[src/hdl/dmct_pkg.sv]
// Constants, register map and carrier types of the dual-mode compare timer.
// Assumes an 8-bit CPU register port with 16-bit addresses and one system clock.
// Function
// - High select top 0 cascades halves into one 16-bit up-counter.
// - 16-bit mode counts on the low-half clock select source.
// - High select top 1 runs two independent 8-bit counters.
// - 16-bit mode clears whole counter on match when high clear bit set.
// - 8-bit mode clears each half on its own match if enabled.
// - 16-bit wrap sets high overflow flag; request if overflow enable.
// - 8-bit half wrap sets its overflow flag; request only if enabled.
// - Reset clears both counter halves.
// - Reset sets both compare halves to all ones.
// - 16-bit match sets high match flag and high request together.
// - 8-bit half match sets its match flag and request together.
// - 16-bit mode toggles high pin on each wide match.
// - 8-bit mode toggles each pin on its own half match.
// - Writing high toggle level drives high pin at once; reset low.
// - Writing low toggle level drives low pin right after write.
// - High select codes 100..111 pick four internal clocks.
// - Low select top 0 picks event edges; 100..111 internal clocks.
// - Event input feeds only the low half.
// - CPU reads and writes halves; 16-bit mode goes through temp register.
// - Mode clock control is write-only, eight bits, reset zero.
// - Counting on the watch clock continues in low-power modes.
// - Clock stop register bit places the timer in module standby.
// - Flags set by hardware; cleared by writing 0 after reading 1.
package dmct_pkg;
  localparam logic [15:0] ADDR_MODE_CTRL  = 16'hffb6;
  localparam logic [15:0] ADDR_FLAG_CTRL  = 16'hffb7;
  localparam logic [15:0] ADDR_CNT_HIGH   = 16'hffb8;
  localparam logic [15:0] ADDR_CNT_LOW    = 16'hffb9;
  localparam logic [15:0] ADDR_CMP_HIGH   = 16'hffba;
  localparam logic [15:0] ADDR_CMP_LOW    = 16'hffbb;
  localparam logic [15:0] ADDR_CLK_STOP   = 16'hfffa;
  localparam logic [7:0]  RST_MODE_CTRL   = 8'h00;
  localparam logic [7:0]  RST_FLAG_CTRL   = 8'h00;
  localparam logic [7:0]  RST_CNT         = 8'h00;
  localparam logic [7:0]  RST_CMP         = 8'hff;
  localparam logic [7:0]  RST_CLK_STOP    = 8'hff;
  localparam logic [7:0]  HALF_ONES       = 8'hff;
  localparam int          BIT_TOL_HIGH    = 7;
  localparam int          BIT_TOL_LOW     = 3;
  localparam int          BIT_STOP        = 2;
  localparam int          BIT_OVF_H       = 7;
  localparam int          BIT_CMF_H       = 6;
  localparam int          BIT_OVIE_H      = 5;
  localparam int          BIT_CCLR_H      = 4;
  localparam int          BIT_OVF_L       = 3;
  localparam int          BIT_CMF_L       = 2;
  localparam int          BIT_OVIE_L      = 1;
  localparam int          BIT_CCLR_L      = 0;
  localparam logic [7:0]  FLAG_MASK       = 8'hcc;

  typedef struct packed {
    logic        high_toggle_level;
    logic [2:0]  high_sel;
    logic        low_toggle_level;
    logic [2:0]  low_sel;
  } dmct_mode_type;

  typedef struct packed {
    logic        div32;
    logic        div16;
    logic        div4;
    logic        watch4;
  } dmct_ticks_type;
endpackage : dmct_pkg

[src/hdl/dmct_timer.sv]
// Dual-mode compare timer: counter, compare, flags, toggle pins, CPU port.
// Assumes one-cycle prescaler tick inputs on clk and a synchronous CPU port
// whose read data is registered one cycle after the read strobe.
`timescale 1ns/10ps
module dmct_timer (
  input  wire logic                     clk,
  input  wire logic                     rst,
  input  wire logic [15:0]              addr,
  input  wire logic                     wr_en,
  input  wire logic                     rd_en,
  input  wire logic [7:0]               wr_data,
  input  wire dmct_pkg::dmct_ticks_type ticks,
  input  wire logic                     event_input_pin,
  input  wire logic                     event_rising,
  output logic [7:0]                    rd_data,
  output logic                          high_toggle_pin,
  output logic                          low_toggle_pin,
  output logic                          high_irq_request,
  output logic                          low_irq_request
);
  dmct_pkg::dmct_mode_type mode;
  logic [7:0]  flags;
  logic [7:0]  counter_high_half;
  logic [7:0]  counter_low_half;
  logic [7:0]  compare_high_half;
  logic [7:0]  compare_low_half;
  logic [7:0]  module_clock_stop;
  logic [7:0]  temp;
  logic [1:0]  seen_one;
  logic [1:0]  seen_ovf;
  logic        ev_s1;
  logic        ev_s2;
  logic        ev_s3;

  function automatic logic pick_tick(input logic [2:0] sel,
                                     input dmct_pkg::dmct_ticks_type t);
    case (sel)
      3'h4:    pick_tick = t.div32;
      3'h5:    pick_tick = t.div16;
      3'h6:    pick_tick = t.div4;
      3'h7:    pick_tick = t.watch4;
      default: pick_tick = 1'b0;
    endcase
  endfunction : pick_tick

  // Event pin synchroniser; only the second and third stages feed logic.
  always_ff @(posedge clk or posedge rst) begin
    if (rst) begin
      ev_s1 <= 1'b0;
      ev_s2 <= 1'b0;
      ev_s3 <= 1'b0;
    end else begin
      ev_s1 <= event_input_pin;
      ev_s2 <= ev_s1;
      ev_s3 <= ev_s2;
    end
  end

  wire wide_mode = ~mode.high_sel[2];
  wire running   = module_clock_stop[dmct_pkg::BIT_STOP];
  wire ev_edge   = event_rising ? (ev_s2 & ~ev_s3) : (~ev_s2 & ev_s3);
  // The watch tick is an ordinary input, so low-power modes keep it going.
  wire low_tick  = running & (mode.low_sel[2] ? pick_tick(mode.low_sel, ticks)
                                              : ev_edge);
  wire high_src  = running & pick_tick(mode.high_sel, ticks);

  wire match_low  = counter_low_half == compare_low_half;
  wire match_high = counter_high_half == compare_high_half;
  wire match_wide = match_low & match_high;
  wire low_wrap   = low_tick & (counter_low_half == dmct_pkg::HALF_ONES);
  wire high_tick  = wide_mode ? low_wrap : high_src;
  wire high_wrap  = high_tick & (counter_high_half == dmct_pkg::HALF_ONES);

  // Match events fire when the counter first reaches the compare value.
  logic match_low_q;
  logic match_high_q;
  always_ff @(posedge clk or posedge rst) begin
    if (rst) begin
      match_low_q  <= 1'b0;
      match_high_q <= 1'b0;
    end else begin
      match_low_q  <= wide_mode ? 1'b0 : match_low;
      match_high_q <= wide_mode ? match_wide : match_high;
    end
  end
  wire ev_match_l = ~wide_mode & match_low & ~match_low_q;
  wire ev_match_h = (wide_mode ? match_wide : match_high) & ~match_high_q;
  wire ev_ovf_h   = high_wrap;
  wire ev_ovf_l   = ~wide_mode & low_wrap;

  wire clr_h = flags[dmct_pkg::BIT_CCLR_H] & ev_match_h;
  wire clr_l = wide_mode ? clr_h
                         : (flags[dmct_pkg::BIT_CCLR_L] & ev_match_l);

  wire sel_mode  = addr == dmct_pkg::ADDR_MODE_CTRL;
  wire sel_flag  = addr == dmct_pkg::ADDR_FLAG_CTRL;
  wire sel_cnt_h = addr == dmct_pkg::ADDR_CNT_HIGH;
  wire sel_cnt_l = addr == dmct_pkg::ADDR_CNT_LOW;
  wire sel_cmp_h = addr == dmct_pkg::ADDR_CMP_HIGH;
  wire sel_cmp_l = addr == dmct_pkg::ADDR_CMP_LOW;
  wire sel_stop  = addr == dmct_pkg::ADDR_CLK_STOP;

  // In 16-bit mode an upper-byte write only loads temp; the lower write commits.
  wire wr_cnt_h = wr_en & sel_cnt_h & ~wide_mode;
  wire wr_cnt_l = wr_en & sel_cnt_l;
  wire wr_cmp_h = wr_en & sel_cmp_h & ~wide_mode;
  wire wr_cmp_l = wr_en & sel_cmp_l;
  wire wr_tmp   = wr_en & wide_mode & (sel_cnt_h | sel_cmp_h);
  wire rd_tmp   = rd_en & wide_mode & (sel_cnt_h | sel_cmp_h);

  wire [7:0] next_cnt_h = wr_en & wide_mode & sel_cnt_l ? temp
                        : wr_cnt_h ? wr_data
                        : clr_h ? 8'h00
                        : high_tick ? 8'(counter_high_half + 8'h01)
                        : counter_high_half;
  wire [7:0] next_cnt_l = wr_cnt_l ? wr_data
                        : clr_l ? 8'h00
                        : low_tick ? 8'(counter_low_half + 8'h01)
                        : counter_low_half;

  // Flag clear needs a prior read of 1; a set in the same cycle wins.
  wire [7:0] flag_set = {ev_ovf_h, ev_match_h, 2'b00, ev_ovf_l, ev_match_l, 2'b00};
  wire [7:0] seen_bits = {seen_ovf[1], seen_one[1], 2'b00, seen_ovf[0], seen_one[0], 2'b00};
  wire [7:0] flag_clr = (wr_en & sel_flag) ? (~wr_data & seen_bits) : 8'h00;
  wire [7:0] next_flags = (wr_en & sel_flag)
                        ? (((flags & dmct_pkg::FLAG_MASK) & ~flag_clr)
                           | (wr_data & ~dmct_pkg::FLAG_MASK) | flag_set)
                        : (flags | flag_set);

  always_ff @(posedge clk or posedge rst) begin
    if (rst) begin
      mode              <= dmct_pkg::RST_MODE_CTRL;
      flags             <= dmct_pkg::RST_FLAG_CTRL;
      counter_high_half <= dmct_pkg::RST_CNT;
      counter_low_half  <= dmct_pkg::RST_CNT;
      compare_high_half <= dmct_pkg::RST_CMP;
      compare_low_half  <= dmct_pkg::RST_CMP;
      module_clock_stop <= dmct_pkg::RST_CLK_STOP;
      temp              <= 8'h00;
    end else begin
      if (wr_en & sel_mode) begin
        mode <= wr_data;
      end
      flags             <= next_flags;
      counter_high_half <= next_cnt_h;
      counter_low_half  <= next_cnt_l;
      if (wr_en & wide_mode & sel_cmp_l) begin
        compare_high_half <= temp;
      end else if (wr_cmp_h) begin
        compare_high_half <= wr_data;
      end
      if (wr_cmp_l) begin
        compare_low_half <= wr_data;
      end
      if (wr_en & sel_stop) begin
        module_clock_stop <= wr_data;
      end
      if (wr_tmp) begin
        temp <= wr_data;
      end else if (rd_tmp) begin
        temp <= sel_cnt_h ? counter_low_half : compare_low_half;
      end
    end
  end

  // Remembers which flags software has seen set, for the clear condition.
  always_ff @(posedge clk or posedge rst) begin
    if (rst) begin
      seen_one <= 2'b00;
      seen_ovf <= 2'b00;
    end else if (rd_en & sel_flag) begin
      seen_one <= {flags[dmct_pkg::BIT_CMF_H], flags[dmct_pkg::BIT_CMF_L]};
      seen_ovf <= {flags[dmct_pkg::BIT_OVF_H], flags[dmct_pkg::BIT_OVF_L]};
    end else if (wr_en & sel_flag) begin
      seen_one <= 2'b00;
      seen_ovf <= 2'b00;
    end
  end

  wire [7:0] rd_mux = sel_flag ? flags
                    : sel_cnt_h ? counter_high_half
                    : sel_cnt_l ? (wide_mode ? temp : counter_low_half)
                    : sel_cmp_h ? compare_high_half
                    : sel_cmp_l ? (wide_mode ? temp : compare_low_half)
                    : sel_stop ? module_clock_stop
                    : 8'h00;

  always_ff @(posedge clk or posedge rst) begin
    if (rst) begin
      rd_data <= 8'h00;
    end else if (rd_en) begin
      rd_data <= rd_mux;
    end
  end

  wire req_h = ev_match_h | (ev_ovf_h & flags[dmct_pkg::BIT_OVIE_H]);
  wire req_l = ev_match_l | (ev_ovf_l & flags[dmct_pkg::BIT_OVIE_L]);
  wire tog_h = ev_match_h;
  wire tog_l = ev_match_l;

  always_ff @(posedge clk or posedge rst) begin
    if (rst) begin
      high_toggle_pin  <= 1'b0;
      low_toggle_pin   <= 1'b0;
      high_irq_request <= 1'b0;
      low_irq_request  <= 1'b0;
    end else begin
      if (wr_en & sel_mode) begin
        high_toggle_pin <= wr_data[dmct_pkg::BIT_TOL_HIGH];
        low_toggle_pin  <= wr_data[dmct_pkg::BIT_TOL_LOW];
      end else begin
        high_toggle_pin <= high_toggle_pin ^ tog_h;
        low_toggle_pin  <= low_toggle_pin ^ tog_l;
      end
      high_irq_request <= req_h;
      low_irq_request  <= req_l;
    end
  end

  wide_ovf_a: assert property (@(posedge clk) disable iff (rst)
    ev_ovf_h |=> flags[dmct_pkg::BIT_OVF_H]) else $error("high overflow flag not set");
  low_ovf_a: assert property (@(posedge clk) disable iff (rst)
    ev_ovf_l |=> flags[dmct_pkg::BIT_OVF_L]) else $error("low overflow flag not set");
  ovf_req_a: assert property (@(posedge clk) disable iff (rst)
    (ev_ovf_l & ~ev_match_l & ~flags[dmct_pkg::BIT_OVIE_L]) |=> ~low_irq_request)
    else $error("low request without enable");
  match_flag_a: assert property (@(posedge clk) disable iff (rst)
    ev_match_h |=> (flags[dmct_pkg::BIT_CMF_H] & high_irq_request))
    else $error("high match flag and request not together");
  low_match_a: assert property (@(posedge clk) disable iff (rst)
    ev_match_l |=> (flags[dmct_pkg::BIT_CMF_L] & low_irq_request))
    else $error("low match flag and request not together");
  wide_clear_a: assert property (@(posedge clk) disable iff (rst)
    (wide_mode & ev_match_h & flags[dmct_pkg::BIT_CCLR_H] & ~wr_en)
    |=> (counter_high_half == 8'h00 && counter_low_half == 8'h00))
    else $error("wide counter not cleared");
  toggle_high_a: assert property (@(posedge clk) disable iff (rst)
    (ev_match_h & ~(wr_en & sel_mode)) |=> (high_toggle_pin != $past(high_toggle_pin)))
    else $error("high pin did not toggle");
  level_low_a: assert property (@(posedge clk) disable iff (rst)
    (wr_en & sel_mode) |=> (low_toggle_pin == $past(wr_data[dmct_pkg::BIT_TOL_LOW])))
    else $error("low pin not at written level");
  standby_hold_a: assert property (@(posedge clk) disable iff (rst)
    (~running & ~wr_en) |=> $stable(counter_low_half))
    else $error("counter moved in standby");
  flag_sw_set_a: assert property (@(posedge clk) disable iff (rst)
    (~flags[dmct_pkg::BIT_OVF_L] & ~ev_ovf_l) |=> ~flags[dmct_pkg::BIT_OVF_L])
    else $error("overflow flag set without event");

  // The upper byte steps only on a low-byte wrap while the halves are cascaded.
  wide_carry_a: assert property (@(posedge clk) disable iff (rst)
    (wide_mode & low_wrap & ~wr_en & ~clr_h)
    |=> (counter_high_half == 8'($past(counter_high_half) + 8'h01)))
    else $error("upper byte missed the carry");
  wide_hold_a: assert property (@(posedge clk) disable iff (rst)
    (wide_mode & ~low_wrap & ~wr_en & ~clr_h) |=> $stable(counter_high_half))
    else $error("upper byte moved without carry");

  // The low byte follows its own selected source in both modes.
  low_step_a: assert property (@(posedge clk) disable iff (rst)
    (low_tick & ~wr_en & ~clr_l)
    |=> (counter_low_half == 8'($past(counter_low_half) + 8'h01)))
    else $error("low byte missed its tick");
  split_step_a: assert property (@(posedge clk) disable iff (rst)
    (~wide_mode & high_src & ~wr_en & ~clr_h)
    |=> (counter_high_half == 8'($past(counter_high_half) + 8'h01)))
    else $error("high half missed its tick");

  // Without its own tick the split high half never sees the event pin.
  high_no_event_a: assert property (@(posedge clk) disable iff (rst)
    (~wide_mode & ~high_src & ~wr_en & ~clr_h) |=> $stable(counter_high_half))
    else $error("high half moved without its tick");

  // Each split half clears on its own match when its clear bit is set.
  split_clr_low_a: assert property (@(posedge clk) disable iff (rst)
    (~wide_mode & clr_l & ~wr_en) |=> (counter_low_half == 8'h00))
    else $error("low half not cleared on match");
  split_clr_high_a: assert property (@(posedge clk) disable iff (rst)
    (~wide_mode & clr_h & ~wr_en) |=> (counter_high_half == 8'h00))
    else $error("high half not cleared on match");

  // Enabled overflows raise a request in the next cycle.
  high_ovf_req_a: assert property (@(posedge clk) disable iff (rst)
    (ev_ovf_h & flags[dmct_pkg::BIT_OVIE_H]) |=> high_irq_request)
    else $error("high overflow request missing");
  low_ovf_req_a: assert property (@(posedge clk) disable iff (rst)
    (ev_ovf_l & flags[dmct_pkg::BIT_OVIE_L]) |=> low_irq_request)
    else $error("low overflow request missing");

  // The low pin toggles on low matches in split mode only.
  toggle_low_a: assert property (@(posedge clk) disable iff (rst)
    (ev_match_l & ~(wr_en & sel_mode)) |=> (low_toggle_pin != $past(low_toggle_pin)))
    else $error("low pin did not toggle");
  wide_low_quiet_a: assert property (@(posedge clk) disable iff (rst)
    (wide_mode & ~(wr_en & sel_mode)) |=> $stable(low_toggle_pin))
    else $error("low pin moved in 16-bit mode");
  level_high_a: assert property (@(posedge clk) disable iff (rst)
    (wr_en & sel_mode) |=> (high_toggle_pin == $past(wr_data[dmct_pkg::BIT_TOL_HIGH])))
    else $error("high pin not at written level");

  // Match flags are only ever set by a match event.
  low_cmf_set_a: assert property (@(posedge clk) disable iff (rst)
    (~flags[dmct_pkg::BIT_CMF_L] & ~ev_match_l) |=> ~flags[dmct_pkg::BIT_CMF_L])
    else $error("low match flag set without event");
  high_cmf_set_a: assert property (@(posedge clk) disable iff (rst)
    (~flags[dmct_pkg::BIT_CMF_H] & ~ev_match_h) |=> ~flags[dmct_pkg::BIT_CMF_H])
    else $error("high match flag set without event");

  // Standby freezes the upper byte as well.
  standby_high_a: assert property (@(posedge clk) disable iff (rst)
    (~running & ~wr_en & ~clr_h) |=> $stable(counter_high_half))
    else $error("upper byte moved in standby");

  // The shared temporary register carries the lower byte on 16-bit reads and the upper byte on 16-bit writes.
  temp_latch_a: assert property (@(posedge clk) disable iff (rst)
    (rd_tmp & sel_cnt_h) |=> (temp == $past(counter_low_half)))
    else $error("temp missed the lower counter byte");
  wide_commit_a: assert property (@(posedge clk) disable iff (rst)
    (wr_en & wide_mode & sel_cmp_l)
    |=> (compare_high_half == $past(temp) && compare_low_half == $past(wr_data)))
    else $error("compare bytes not committed together");
endmodule : dmct_timer

[config.mk]
export PLATFORM = sky130hd
export DESIGN_NAME = dmct_timer
export DESIGN_NICKNAME = d
export VERILOG_FILES = /design/src/hdl/dmct_pkg.sv /design/src/hdl/dmct_timer.sv
export SDC_FILE = /design/constraint.sdc
export NUM_CORES = 1
export LEC_CHECK = 0
export CORE_MARGIN = 1.5
export CORE_UTILIZATION = 58
export CTS_CLUSTER_SIZE = 30
export DETAILED_ROUTE_END_ITERATION = 7
export DONT_BUFFER_PORTS = 1
export PLACE_DENSITY = 0.84
export REMOVE_ABC_BUFFERS = 1
export SETUP_SLACK_MARGIN = 0.1
export SLEW_MARGIN = 40
export SYNTH_ARGS = -nofsm -noshare
export SYNTH_HDL_FRONTEND = slang
export SYNTH_SLANG_ARGS = --single-unit
[constraint.sdc]
create_clock -name clk -period 2.5 [get_ports clk]
set_input_delay 0.5 -clock clk [delete_from_list [all_inputs] [get_ports clk]]
set_output_delay 0.5 -clock clk [all_outputs]
set_load 0.05 [all_outputs]
==> metrics.log, run 1 <==
[metrics] layout filler cell count: 723
[metrics] GR Layer Usage met1: 0.463
[metrics] layout cells sized above 1: 0.217
[metrics] pin slew with the least headroom to its limit: approximately 0.68 ns
[metrics] Post-synth ARST share: 1.00
[metrics] GR Layer Usage met2: 0.562
[metrics] setup skew after layout: 0.0125 ns
[metrics] Die Y: a little under 100 µm
[metrics] final-layout worst hold slack: 0.0207 ns
[metrics] Synth top area share: 0.280
[metrics] number of synthesized register bits: 83
[metrics] cells taking the most area after synthesis: dfrtp_1 (28%), dfstp_2 (12%), nand2_1 (4.8%), mux2_2 (4.5%), mux2i_1 (3.8%)
[metrics] mean instance size in the synthesized netlist: about 9.6 µm²
[metrics] setup ws final: 0.256 ns
[metrics] number of design rule violations left after detail routing: 0
[metrics] Final TNS setup: 0 ns
[metrics] type of the tightest min-delay check: in -> async
[metrics] number of warnings printed during yosys synthesis: 0
[metrics] wire length per cell: between 20 and 25 µm
[metrics] worst-case setup slack after placement: 0.205 ns
[metrics] CP endpoint kind: flip-flop
[metrics] Worst-Skew Late Latency: roughly 0.37 ns
[metrics] clk sinks: 83
[metrics] count of placed standard cells in the final layout, fillers left out: 665
[metrics] number of global-route vias before repair: 4516
[metrics] H-tree depth: 3
[metrics] type of origin of the critical path: flip-flop
[metrics] Post-CTS Setup Bufs: 0
[metrics] number of antenna violations at the first check in global routing: 0
[metrics] clock network fraction of design power: 0.398
[metrics] final instance area: 5640 µm²
[metrics] logic depth of the worst path, buffers included: 6
[metrics] sequential cell area: 2110 µm²
[metrics] number of diodes: 0
[metrics] count of distinct cell types in the synthesized netlist: 80
[metrics] Post-CTS Hold Fix Bufs: 0
[metrics] RePlAce Congestion: 1.01
[metrics] TritonCTS clock tree: done
[metrics] most used flip-flop cell after synthesis: dfrtp_1
[metrics] clock root cell: clkbuf_8
[metrics] via-per-instance ratio: between 7 and 8
[metrics] Largest stage delay, worst path: 0.59 ns
[metrics] Post-CTS Resized: 0
[metrics] top-count cell post-synth: nand2_1
[metrics] final wirelength: about 17000 µm
[metrics] Iteration-0 DRC Markers: 452
[metrics] global-route layer with the greatest usage: met2
[metrics] multi-input combinational cell area: around 3000 µm²
[metrics] maximum number of pins on one net before global-route repair: 40
[metrics] crit share post-route: 0.898
[metrics] unrepaired setup endpoints after global routing: false
[metrics] total setup violations reported at the end of the flow: 0
[metrics] gate family responsible for the most delay along the worst path: compound AO/OA/AOI/OAI gates
[metrics] area of the die: a little under 10000 µm²
[metrics] overflow left after global routing: 0
[metrics] cell count after synthesis: 548
[metrics] total power: approximately 2.8 mW
[metrics] worst-case clock buffer depth: 2
[metrics] number of buffers created by CTS: 9
[metrics] Post-Place Cells: 649
[metrics] switching power as a share of total power: 0.266
[metrics] VDD IR max: around 0.00042 V
[metrics] number of enable-type register cells in the synthesized netlist: 0
[metrics] arrival time worst endpoint: 2.54 ns
[metrics] Std-Cell Core Area: 8760 µm²
[metrics] post-layout net count: 588
[metrics] power density cells: 492 nW/µm²
[metrics] final-report hold violation count: 0
[metrics] most frequent cells after synthesis: nand2_1 (68), dfrtp_1 (59), o21ai_0 (35)
[metrics] Sw Pwr: 0.738 mW
[metrics] Starting Density: 0.601
[metrics] Overall Global Routing Usage: 0.352
[metrics] series of cell instances along the critical path: xnor2_1, nand4_2, o41ai_2, a21oi_2, a22oi_1, a2bb2oi_1
[metrics] Worst Reg-to-Reg Cells: 6
[metrics] Int Pwr: around 2 mW
[metrics] number of ports placed on the die boundary: 46
[metrics] synthesized area: 5260 µm²
[metrics] worst path required time: 2.79 ns
[metrics] synthesis-to-layout area growth: 7.20%
[metrics] antenna-violating nets left: 0
[metrics] Std-Cell Rows: 34
[metrics] count of vias placed by the detailed router: 4688
[metrics] max-slew violations: 0
[metrics] run status: complete, no violations
[metrics] highest achievable clock rate: 0.446 GHz
[metrics] register clock-pin slew on the reported worst setup and hold paths: 0.10 ns
[metrics] crit path time final: 2.24 ns
[metrics] register area share after synthesis: 0.400
[metrics] worst relative slew slack: 0.541
[metrics] detailed placer's ending HPWL: 12000 µm
[metrics] number of buffers added on ports: 0
[metrics] library cell occupying the most area in the post-synthesis netlist: dfrtp_1
[metrics] cell leakage power: 2.30 nW
[metrics] WP buf/inv: 0
[metrics] Pre-antenna DRT Iters: 5
[metrics] sequential fraction of design power: 0.542
[metrics] wire length of the first global-routing pass: 25800 µm
[metrics] met3 demand-to-capacity share in global routing: 0.0880
[metrics] highest fanout seen on the critical path: 12
[metrics] final standard cell utilization of the core: 0.644
[metrics] chip width: approximately 98 µm
[metrics] reported max-cap violation count: 0
[metrics] critical path's slowest cell: dfstp_2
[metrics] cell area after placement: 5420 µm²
[metrics] critical path class: reg -> reg
[metrics] portion of total power attributed to combinational logic: 0.060
cell usage in the layout (no fill, tap or decap), types with 3 or more instances in the layout:
cell / synthesis / layout
a31oi_1: 5 / 5
and2_1: 3 / 3
clkinvlp_4: 0 / 3
clkbuf_8: 0 / 9
nand4_1: 10 / 10
o221ai_1: 3 / 3
a32oi_1: 7 / 7
mux2_2: 21 / 21
o21a_1: 3 / 3
mux2i_1: 20 / 20
nand3b_1: 3 / 3
nor4_2: 5 / 5
o2111a_1: 4 / 4
nand2b_1: 14 / 14
and3_1: 5 / 5
nor3_1: 6 / 6
o21ai_0: 35 / 35
a22oi_1: 10 / 10
nand3_1: 29 / 29
nor2_1: 25 / 25
buf_4: 4 / 23
or3_1: 5 / 5
or4_1: 4 / 4
o31ai_1: 4 / 4
dfrtp_1: 59 / 59
o21ai_1: 7 / 7
a22o_1: 9 / 9
a21oi_1: 22 / 22
a2bb2oi_1: 8 / 8
o211ai_1: 6 / 6
nand4_2: 5 / 5
inv_1: 11 / 10
xnor2_1: 18 / 18
dfstp_2: 24 / 24
nand2_1: 68 / 68
path summary, 6_finish.rpt:
check,from,to,slack (ns)
setup / recovery,compare_high_half[6],counter_low_half[4],0.26
hold / removal,rst,counter_high_half[3],0.02
setup reg to reg,compare_high_half[6],counter_low_half[4],0.26
hold reg to reg,ev_s1,ev_s2,0.37
max in group asynchronous,rst,compare_high_half[5],1.80
min in group clk,event_input_pin,ev_s1,0.16
power by group through the flow:
stage | Clock, mW | Sequential [mW] | Combinational [mW]
floorplan | 0 | 1.50 | 0.131
global placement | 0 | 1.52 | 0.157
detailed placement | 0 | 1.52 | 0.165
CTS | 1.11 | 1.50 | 0.166
global route | 1.17 | 1.51 | 0.190
finish | 1.11 | 1.50 | 0.165
registers in the layout (all words and copies together) (netlist names), 2 cells and up:
signal	flops
compare_high_half	8
compare_low_half	8
counter_high_half	8
counter_low_half	8
flags	8
mode	6
module_clock_stop	8
rd_data	8
seen_one	2
seen_ovf	2
temp	8
cell families after synthesis:
logic type	count (synthesis)	share of synthesized area
AO/OA/AOI/OAI	144	0.191
XOR/XNOR	21	0.0364
adder cells (fa/ha/maj)	2	0.00475
buffers and inverters	43	0.0416
flip-flops	83	0.400
multiplexers	43	0.0915
AND/OR/NAND/NOR	212	0.234
worst reg2reg max path, delay by kind of cell, from the launching register on:
kind,cells,cell delay [ns]
flops,1,0.59
simple gates,1,0.19
xor+xnor,1,0.15
compound gates,4,1.24
layout make-up:
| class | count | area share |
|---|---|---|
| clock inverters | 7 | 0.0177 |
| well taps | 108 | 0.0239 |
| repair buffers | 24 | 0.0341 |
| flip-flops and latches | 83 | 0.373 |
| multi-input cells | 422 | 0.521 |
| inverters | 12 | 0.00820 |
| clock buffers | 9 | 0.0220 |
layer usage:
| layer | part of all wire | routed length (µm) |
|---|---|---|
| met1 | 0.40 | 6550 |
| met2 | 0.48 | 7930 |
| met3 | 0.089 | 1470 |
| met4 | 0.035 | 579 |
| met5 | 0 | 0 |
(Power assumes the default switching activity.)
==> inputs of run 2 (changes only) <==
- REMOVE_ABC_BUFFERS: 1 -> default
- clock period: 2.5 -> 1.9 ns (I/O delays scaled with it)
==> metrics.log, run 2 (synthesized netlist as in run 1, its figures left out) <==
[metrics] power density cells: 526 nW/µm²
[metrics] beginning of the worst register-to-register path: counter_low_half[1]
[metrics] Std-Cell Rows: 34
[metrics] H-tree depth: 3
[metrics] Worst Reg-to-Reg Cells: 8
[metrics] final instance area: 6700 µm²
[metrics] type of the tightest min-delay check: in -> async
[metrics] arrival time worst endpoint: 2.35 ns
[metrics] TritonCTS clock tree: done
[metrics] area of the die: just under 10000 µm²
[metrics] most common library cell in the layout ignoring fill and taps: buf_4
[metrics] wire length of the first global-routing pass: roughly 27000 µm
[metrics] maximum number of pins on one net before global-route repair: 84
[metrics] number of diodes: 0
[metrics] setup skew after layout: ~0.017 ns
[metrics] number of design rule violations left after detail routing: 0
[metrics] register clock-pin slew on the reported worst setup and hold paths: 0.10 ns
[metrics] Final TNS setup: -1.18 ns
[metrics] CP endpoint kind: flip-flop
[metrics] slack of the worst reg-to-reg path: -0.14 ns
[metrics] worst relative slew slack: 0.634
[metrics] number of global-route vias before repair: 5028
[metrics] final-report hold violation count: 7
[metrics] R2R Path End: counter_high_half[4]
[metrics] synthesis-to-layout area growth: 27.3%
[metrics] wire length per cell: 24.4 µm
[metrics] highest fanout seen on the critical path: 5
[metrics] violated checks: hold timing, setup timing
[metrics] cell area after placement: 5960 µm²
[metrics] crit path time final: approximately 2 ns
[metrics] Die Y: a little under 100 µm
[metrics] pin slew with the least headroom to its limit: 0.550 ns
[metrics] Starting Density: 0.601
[metrics] Worst-Skew Late Latency: between 0.3 and 0.4 ns
[metrics] reported max-cap violation count: 0
[metrics] worst path required time: between 2 and 2.5 ns
[metrics] type of origin of the critical path: flip-flop
[metrics] Net Count, Synth: approximately 600
[metrics] sequential fraction of design power: 0.555
[metrics] run status: finished, violations left
[metrics] detailed placer's ending HPWL: 12100 µm
[metrics] overflow left after global routing: 0
[metrics] count of vias placed by the detailed router: about 5300
[metrics] switching power as a share of total power: 0.298
[metrics] antenna-violating nets left: 0
[metrics] number of buffers created by CTS: 9
[metrics] layout cells sized above 1: 0.393
[metrics] VDD IR max: about 0.00050 V
[metrics] chip width: 98.3 µm
[metrics] Sw Pwr: 1.05 mW
[metrics] clock network fraction of design power: 0.365
[metrics] crit share post-route: 1.07
[metrics] final standard cell utilization of the core: 0.765
[metrics] most frequent cells in the layout: buf_4 (94), nand2_1 (66), dfrtp_1 (56)
[metrics] RePlAce Congestion: 1.02
[metrics] max-slew violations: 0
[metrics] clk sinks: 83
[metrics] final wirelength: 18300 µm
[metrics] clock root cell: clkbuf_8
[metrics] number of ports placed on the die boundary: 46
[metrics] Int Pwr: 2.47 mW
[metrics] unrepaired setup endpoints after global routing: true
[metrics] Overall Global Routing Usage: 0.363
[metrics] Std-Cell Core Area: 8760 µm²
[metrics] setup ws final: -0.138 ns
[metrics] via-per-instance ratio: about 7
[metrics] cell leakage power: 2.81 nW
[metrics] worst-case setup slack after placement: -0.171 ns
[metrics] portion of total power attributed to combinational logic: 0.079
[metrics] highest achievable clock rate: between 0.4 and 0.5 GHz
[metrics] Pre-antenna DRT Iters: 6
[metrics] worst-case clock buffer depth: 2
[metrics] critical path class: reg -> reg
[metrics] total setup violations reported at the end of the flow: 19
[metrics] number of buffers added on ports: 0
[metrics] number of antenna violations at the first check in global routing: 0
[metrics] post-layout net count: 675
[metrics] final-layout worst hold slack: -0.0145 ns
[metrics] Iteration-0 DRC Markers: 760
==> run 2: cell types whose count changed in the layout (fill, tap and decap cells not counted), moves of 4 or more <==
cell,previous run,this run
buf_6,0,9
a2bb2oi_2,0,5
a2bb2oi_1,8,3
a22oi_2,0,4
xnor2_2,1,9
o21ai_1,7,12
o21ai_0,35,29
xnor2_1,18,9
buf_4,23,94
a22oi_1,10,6
==> run 2: final cells by class <==
class                           count  area (µm²)
Clock buffer                        9         124
Clock inverter                      7        71.3
Fill cell                         552        2060
Inverter                           12        48.8
Multi-Input combinational cell    425        3320
Sequential cell                    83        2110
Tap cell                          108         135
Timing Repair Buffer              108         892
==> run 2: routing by layer <==
| layer | GRT usage | wire [µm] | vias up |
|---|---|---|---|
| met4 | 0.196 | 1130 | 0 |
| met1 | 0.473 | 6730 | 2528 |
| met2 | 0.561 | 8480 | 418 |
| li1 | - | - | 2241 |
| met3 | 0.0866 | 2000 | 89 |
| met5 | 0 | 0 | - |
==> run 2: stage by stage <==
| step | cells | total power, mW |
|---|---|---|
| 6_report | 752 | 3.52 |
| 5_1_grt | 752 | 3.62 |
| 4_1_cts | 738 | 3.53 |
| 3_5_place_dp | 716 | 2.26 |
| 3_3_place_gp | 716 | 2.25 |
| 2_1_floorplan | 548 | 2.17 |
==> run 2: what timing repair did <==
item                                   4_1_cts  5_1_grt
pin swaps                                   27       29
resized for setup                           34       46
hold buffers                                 0        0
gates cloned                                 2        2
setup endpoints to repair                   26       26
setup buffers                                4       13
endpoints found under the hold margin        0        0
==> run 2: power groups by stage <==
stage	Combinational, mW	Clock (mW)	Sequential [mW]
after global placement	0.264	0	1.99
final	0.279	1.29	1.96
after floorplan	0.196	0	1.98
after CTS	0.271	1.30	1.96
after detailed placement	0.268	0	1.99
after global routing	0.307	1.35	1.96
==> run 2: worst max-delay path by stage <==
| stage | slack (ns) | startpoint | end | cells past startpoint |
|---|---|---|---|---|
| floorplan | 0.10 | addr[0] | rd_data[1] | 7 |
| global placement | -0.15 | mode[6] | counter_high_half[6] | 6 |
| detailed placement | -0.17 | mode[6] | counter_high_half[6] | 6 |
| CTS | -0.04 | mode[0] | counter_high_half[4] | 6 |
| global route | -0.24 | compare_high_half[0] | counter_low_half[2] | 7 |
| finish | -0.14 | counter_low_half[1] | counter_high_half[4] | 8 |
==> run 2: critical path, stage by stage (launching register included) <==
cell       delay (ns)
dfrtp_2          0.44
buf_6            0.14
xnor2_2          0.13
nand4_1          0.20
nor2_4           0.09
buf_6            0.15
a211o_1          0.35
a311o_1          0.35
a2bb2oi_2        0.12
==> inputs of run 3 (changes only) <==
- PLACE_DENSITY: 0.84 -> 0.74
==> metrics.log, run 3 (synthesized netlist as in run 1, its figures left out) <==
[metrics] run status: finished, violations left
[metrics] violated checks: hold timing, setup timing
[metrics] via-per-instance ratio: 6.94
[metrics] R2R Path End: high_toggle_pin
[metrics] register clock-pin slew on the reported worst setup and hold paths: 0.09 ns
[metrics] GR Layer Usage met2: 0.609
[metrics] multi-input combinational cell area: around 3400 µm²
[metrics] Net Count, Synth: 584
[metrics] number of global-route vias before repair: 5311
[metrics] global-route layer with the greatest usage: met2
[metrics] worst setup path start: compare_high_half[6]
[metrics] Sw Pwr: about 1.0 mW
[metrics] Iteration-0 DRC Markers: 681
[metrics] Starting Density: 0.601
[metrics] Overall Global Routing Usage: 0.384
[metrics] setup skew after layout: between 0.01 and 0.015 ns
[metrics] wire length of the first global-routing pass: ~28000 µm
[metrics] Post-CTS Hold Fix Bufs: 0
[metrics] sequential cell area: between 2000 and 2500 µm²
[metrics] antenna-violating nets left: 0
[metrics] critical path class: reg -> reg
[metrics] Std-Cell Rows: 34
[metrics] VDD IR max: roughly 0.00050 V
[metrics] number of buffers added on ports: 0
[metrics] clock network fraction of design power: 0.369
[metrics] final wirelength: 18700 µm
[metrics] layout cells sized above 1: 0.423
[metrics] Die Y: slightly below 100 µm
[metrics] Std-Cell Core Area: 8760 µm²
[metrics] worst-case clock buffer depth: 2
[metrics] number of diodes: 0
[metrics] area of the die: approximately 9700 µm²
[metrics] GR Layer Usage met1: 0.493
[metrics] Pre-antenna DRT Iters: 6
[metrics] post-layout net count: 691
[metrics] clock root cell: clkbuf_8
[metrics] TritonCTS clock tree: done
[metrics] RePlAce Congestion: 1.02
[metrics] count of placed standard cells in the final layout, fillers left out: 768
[metrics] maximum number of pins on one net before global-route repair: 84
[metrics] cell leakage power: approximately 2.9 nW
[metrics] Worst Reg-to-Reg Cells: 7
[metrics] highest achievable clock rate: 0.493 GHz
[metrics] setup ws final: -0.127 ns
[metrics] number of ports placed on the die boundary: 46
[metrics] Post-Place Cells: 726
[metrics] portion of total power attributed to combinational logic: 0.083
[metrics] Largest stage delay, worst path: 0.57 ns
[metrics] final-report hold violation count: 21
[metrics] crit path time final: just over 2 ns
[metrics] met3 demand-to-capacity share in global routing: 0.0895
[metrics] crit share post-route: 1.07
[metrics] max-slew violations: 0
[metrics] chip width: just under 100 µm
[metrics] layout filler cell count: ~550
[metrics] power density cells: 522 nW/µm²
[metrics] worst relative slew slack: 0.629
[metrics] number of buffers created by CTS: 9
[metrics] slack of the worst reg-to-reg path: -0.13 ns
[metrics] type of the tightest min-delay check: in -> async
[metrics] synthesis-to-layout area growth: 31.1%
[metrics] H-tree depth: 3
[metrics] pin slew with the least headroom to its limit: approximately 0.55 ns
[metrics] Worst-Skew Late Latency: roughly 0.38 ns
[metrics] Int Pwr: 2.58 mW
[metrics] switching power as a share of total power: 0.285
[metrics] total power: approximately 3.6 mW
[metrics] critical path's slowest cell: dfstp_2
[metrics] most common library cell in the layout ignoring fill and taps: buf_4
[metrics] highest fanout seen on the critical path: 4
[metrics] beginning of the worst register-to-register path: compare_high_half[6]
[metrics] total setup violations reported at the end of the flow: 18
[metrics] number of design rule violations left after detail routing: 0
[metrics] Final TNS setup: -1.16 ns
[metrics] most frequent cells in the layout: buf_4 (106), nand2_1 (67), dfrtp_1 (57)
[metrics] arrival time worst endpoint: between 2 and 2.5 ns
[metrics] final-layout worst hold slack: -0.0243 ns
[metrics] series of cell instances along the critical path: xnor2_2, nand4_4, buf_4, nor2_2, o211ai_1, xnor2_1, mux2_2
[metrics] CP endpoint kind: flip-flop
[metrics] count of vias placed by the detailed router: between 5000 and 6000
[metrics] type of origin of the critical path: flip-flop
[metrics] number of antenna violations at the first check in global routing: 0
[metrics] capturing instance or port of the critical path: high_toggle_pin
[metrics] detailed placer's ending HPWL: 12200 µm
[metrics] wire length per cell: 24.4 µm
[metrics] worst path required time: ~2.2 ns
[metrics] clk sinks: 83
[metrics] reported max-cap violation count: 0
[metrics] unrepaired setup endpoints after global routing: true
[metrics] sequential fraction of design power: 0.548
[metrics] overflow left after global routing: 0
-- run 3: cell count changes in the layout (fill, tap and decap cells not counted), moves of 2 or more --
cell	previous run	this run
buf_4	94	106
buf_6	9	13
a32oi_1	6	3
a32oi_2	1	4
a21oi_1	19	17
a21oi_2	4	6
clkinv_2	0	2
inv_8	2	0
mux2i_1	19	17
nand2b_1	12	10
nand3_1	28	26
o221ai_1	2	0
o221ai_2	1	3
-- run 3: worst min-delay path by stage --
stage | to | slack (ns)
floorplan | ev_s2 | 0.33
global placement | ev_s2 | 0.35
detailed placement | ev_s2 | 0.34
CTS | temp[3] | 0.007
global route | counter_high_half[4] | 0.005
finish | counter_high_half[7] | -0.02
-- run 3: metrics by stage --
stage                     setup WS [ns]  hold slack, ns  instance area, µm²  utilization
final                            -0.127         -0.0243                6900        0.787
after detailed placement         -0.137           0.338                6040        0.690
after global routing             -0.186         0.00535                6900        0.787
after global placement           -0.163           0.348                6040        0.690
after CTS                       -0.0209         0.00675                6570        0.749
after floorplan                   0.103           0.331                5280            -
-- run 3: power groups by stage --
| stage | Sequential, mW | Clock [mW] | Combinational [mW] |
|---|---|---|---|
| after floorplan | 1.98 | 0 | 0.196 |
| final | 1.98 | 1.33 | 0.299 |
| after global routing | 1.98 | 1.40 | 0.326 |
| after global placement | 1.99 | 0 | 0.269 |
| after CTS | 1.96 | 1.33 | 0.283 |
| after detailed placement | 1.99 | 0 | 0.275 |
-- run 3: cell type report --
cell class	instances	area share
multi-input cells	423	0.486
clock inverters	6	0.00943
clock buffers	10	0.0185
flip-flops and latches	83	0.306
well taps	108	0.0196
inverters	12	0.00707
repair buffers	126	0.154
-- run 3: repair_timing --
action                                  CTS  global route
pin swaps                                15            33
setup buffers                            10            15
resized for setup                        49            49
endpoints found under the setup margin   30            31
gates cloned                              2             0
-- run 3: critical path: cells and delay by family (launching register included) --
| family | cells | cell delay, ns |
|---|---|---|
| buffers and inverters | 1 | 0.20 |
| AOI/OAI and AO/OA | 1 | 0.21 |
| DFF | 1 | 0.57 |
| and+or+nand+nor | 2 | 0.33 |
| xor gates and xnor gates | 2 | 0.33 |
| muxes | 1 | 0.27 |
-- run 3: per-layer routing --
metal  up-vias  wire length, µm
met3        93             1790
li1       2268                -
met1      2602             7110
met5         -                0
met4         0              953
met2       365             8860
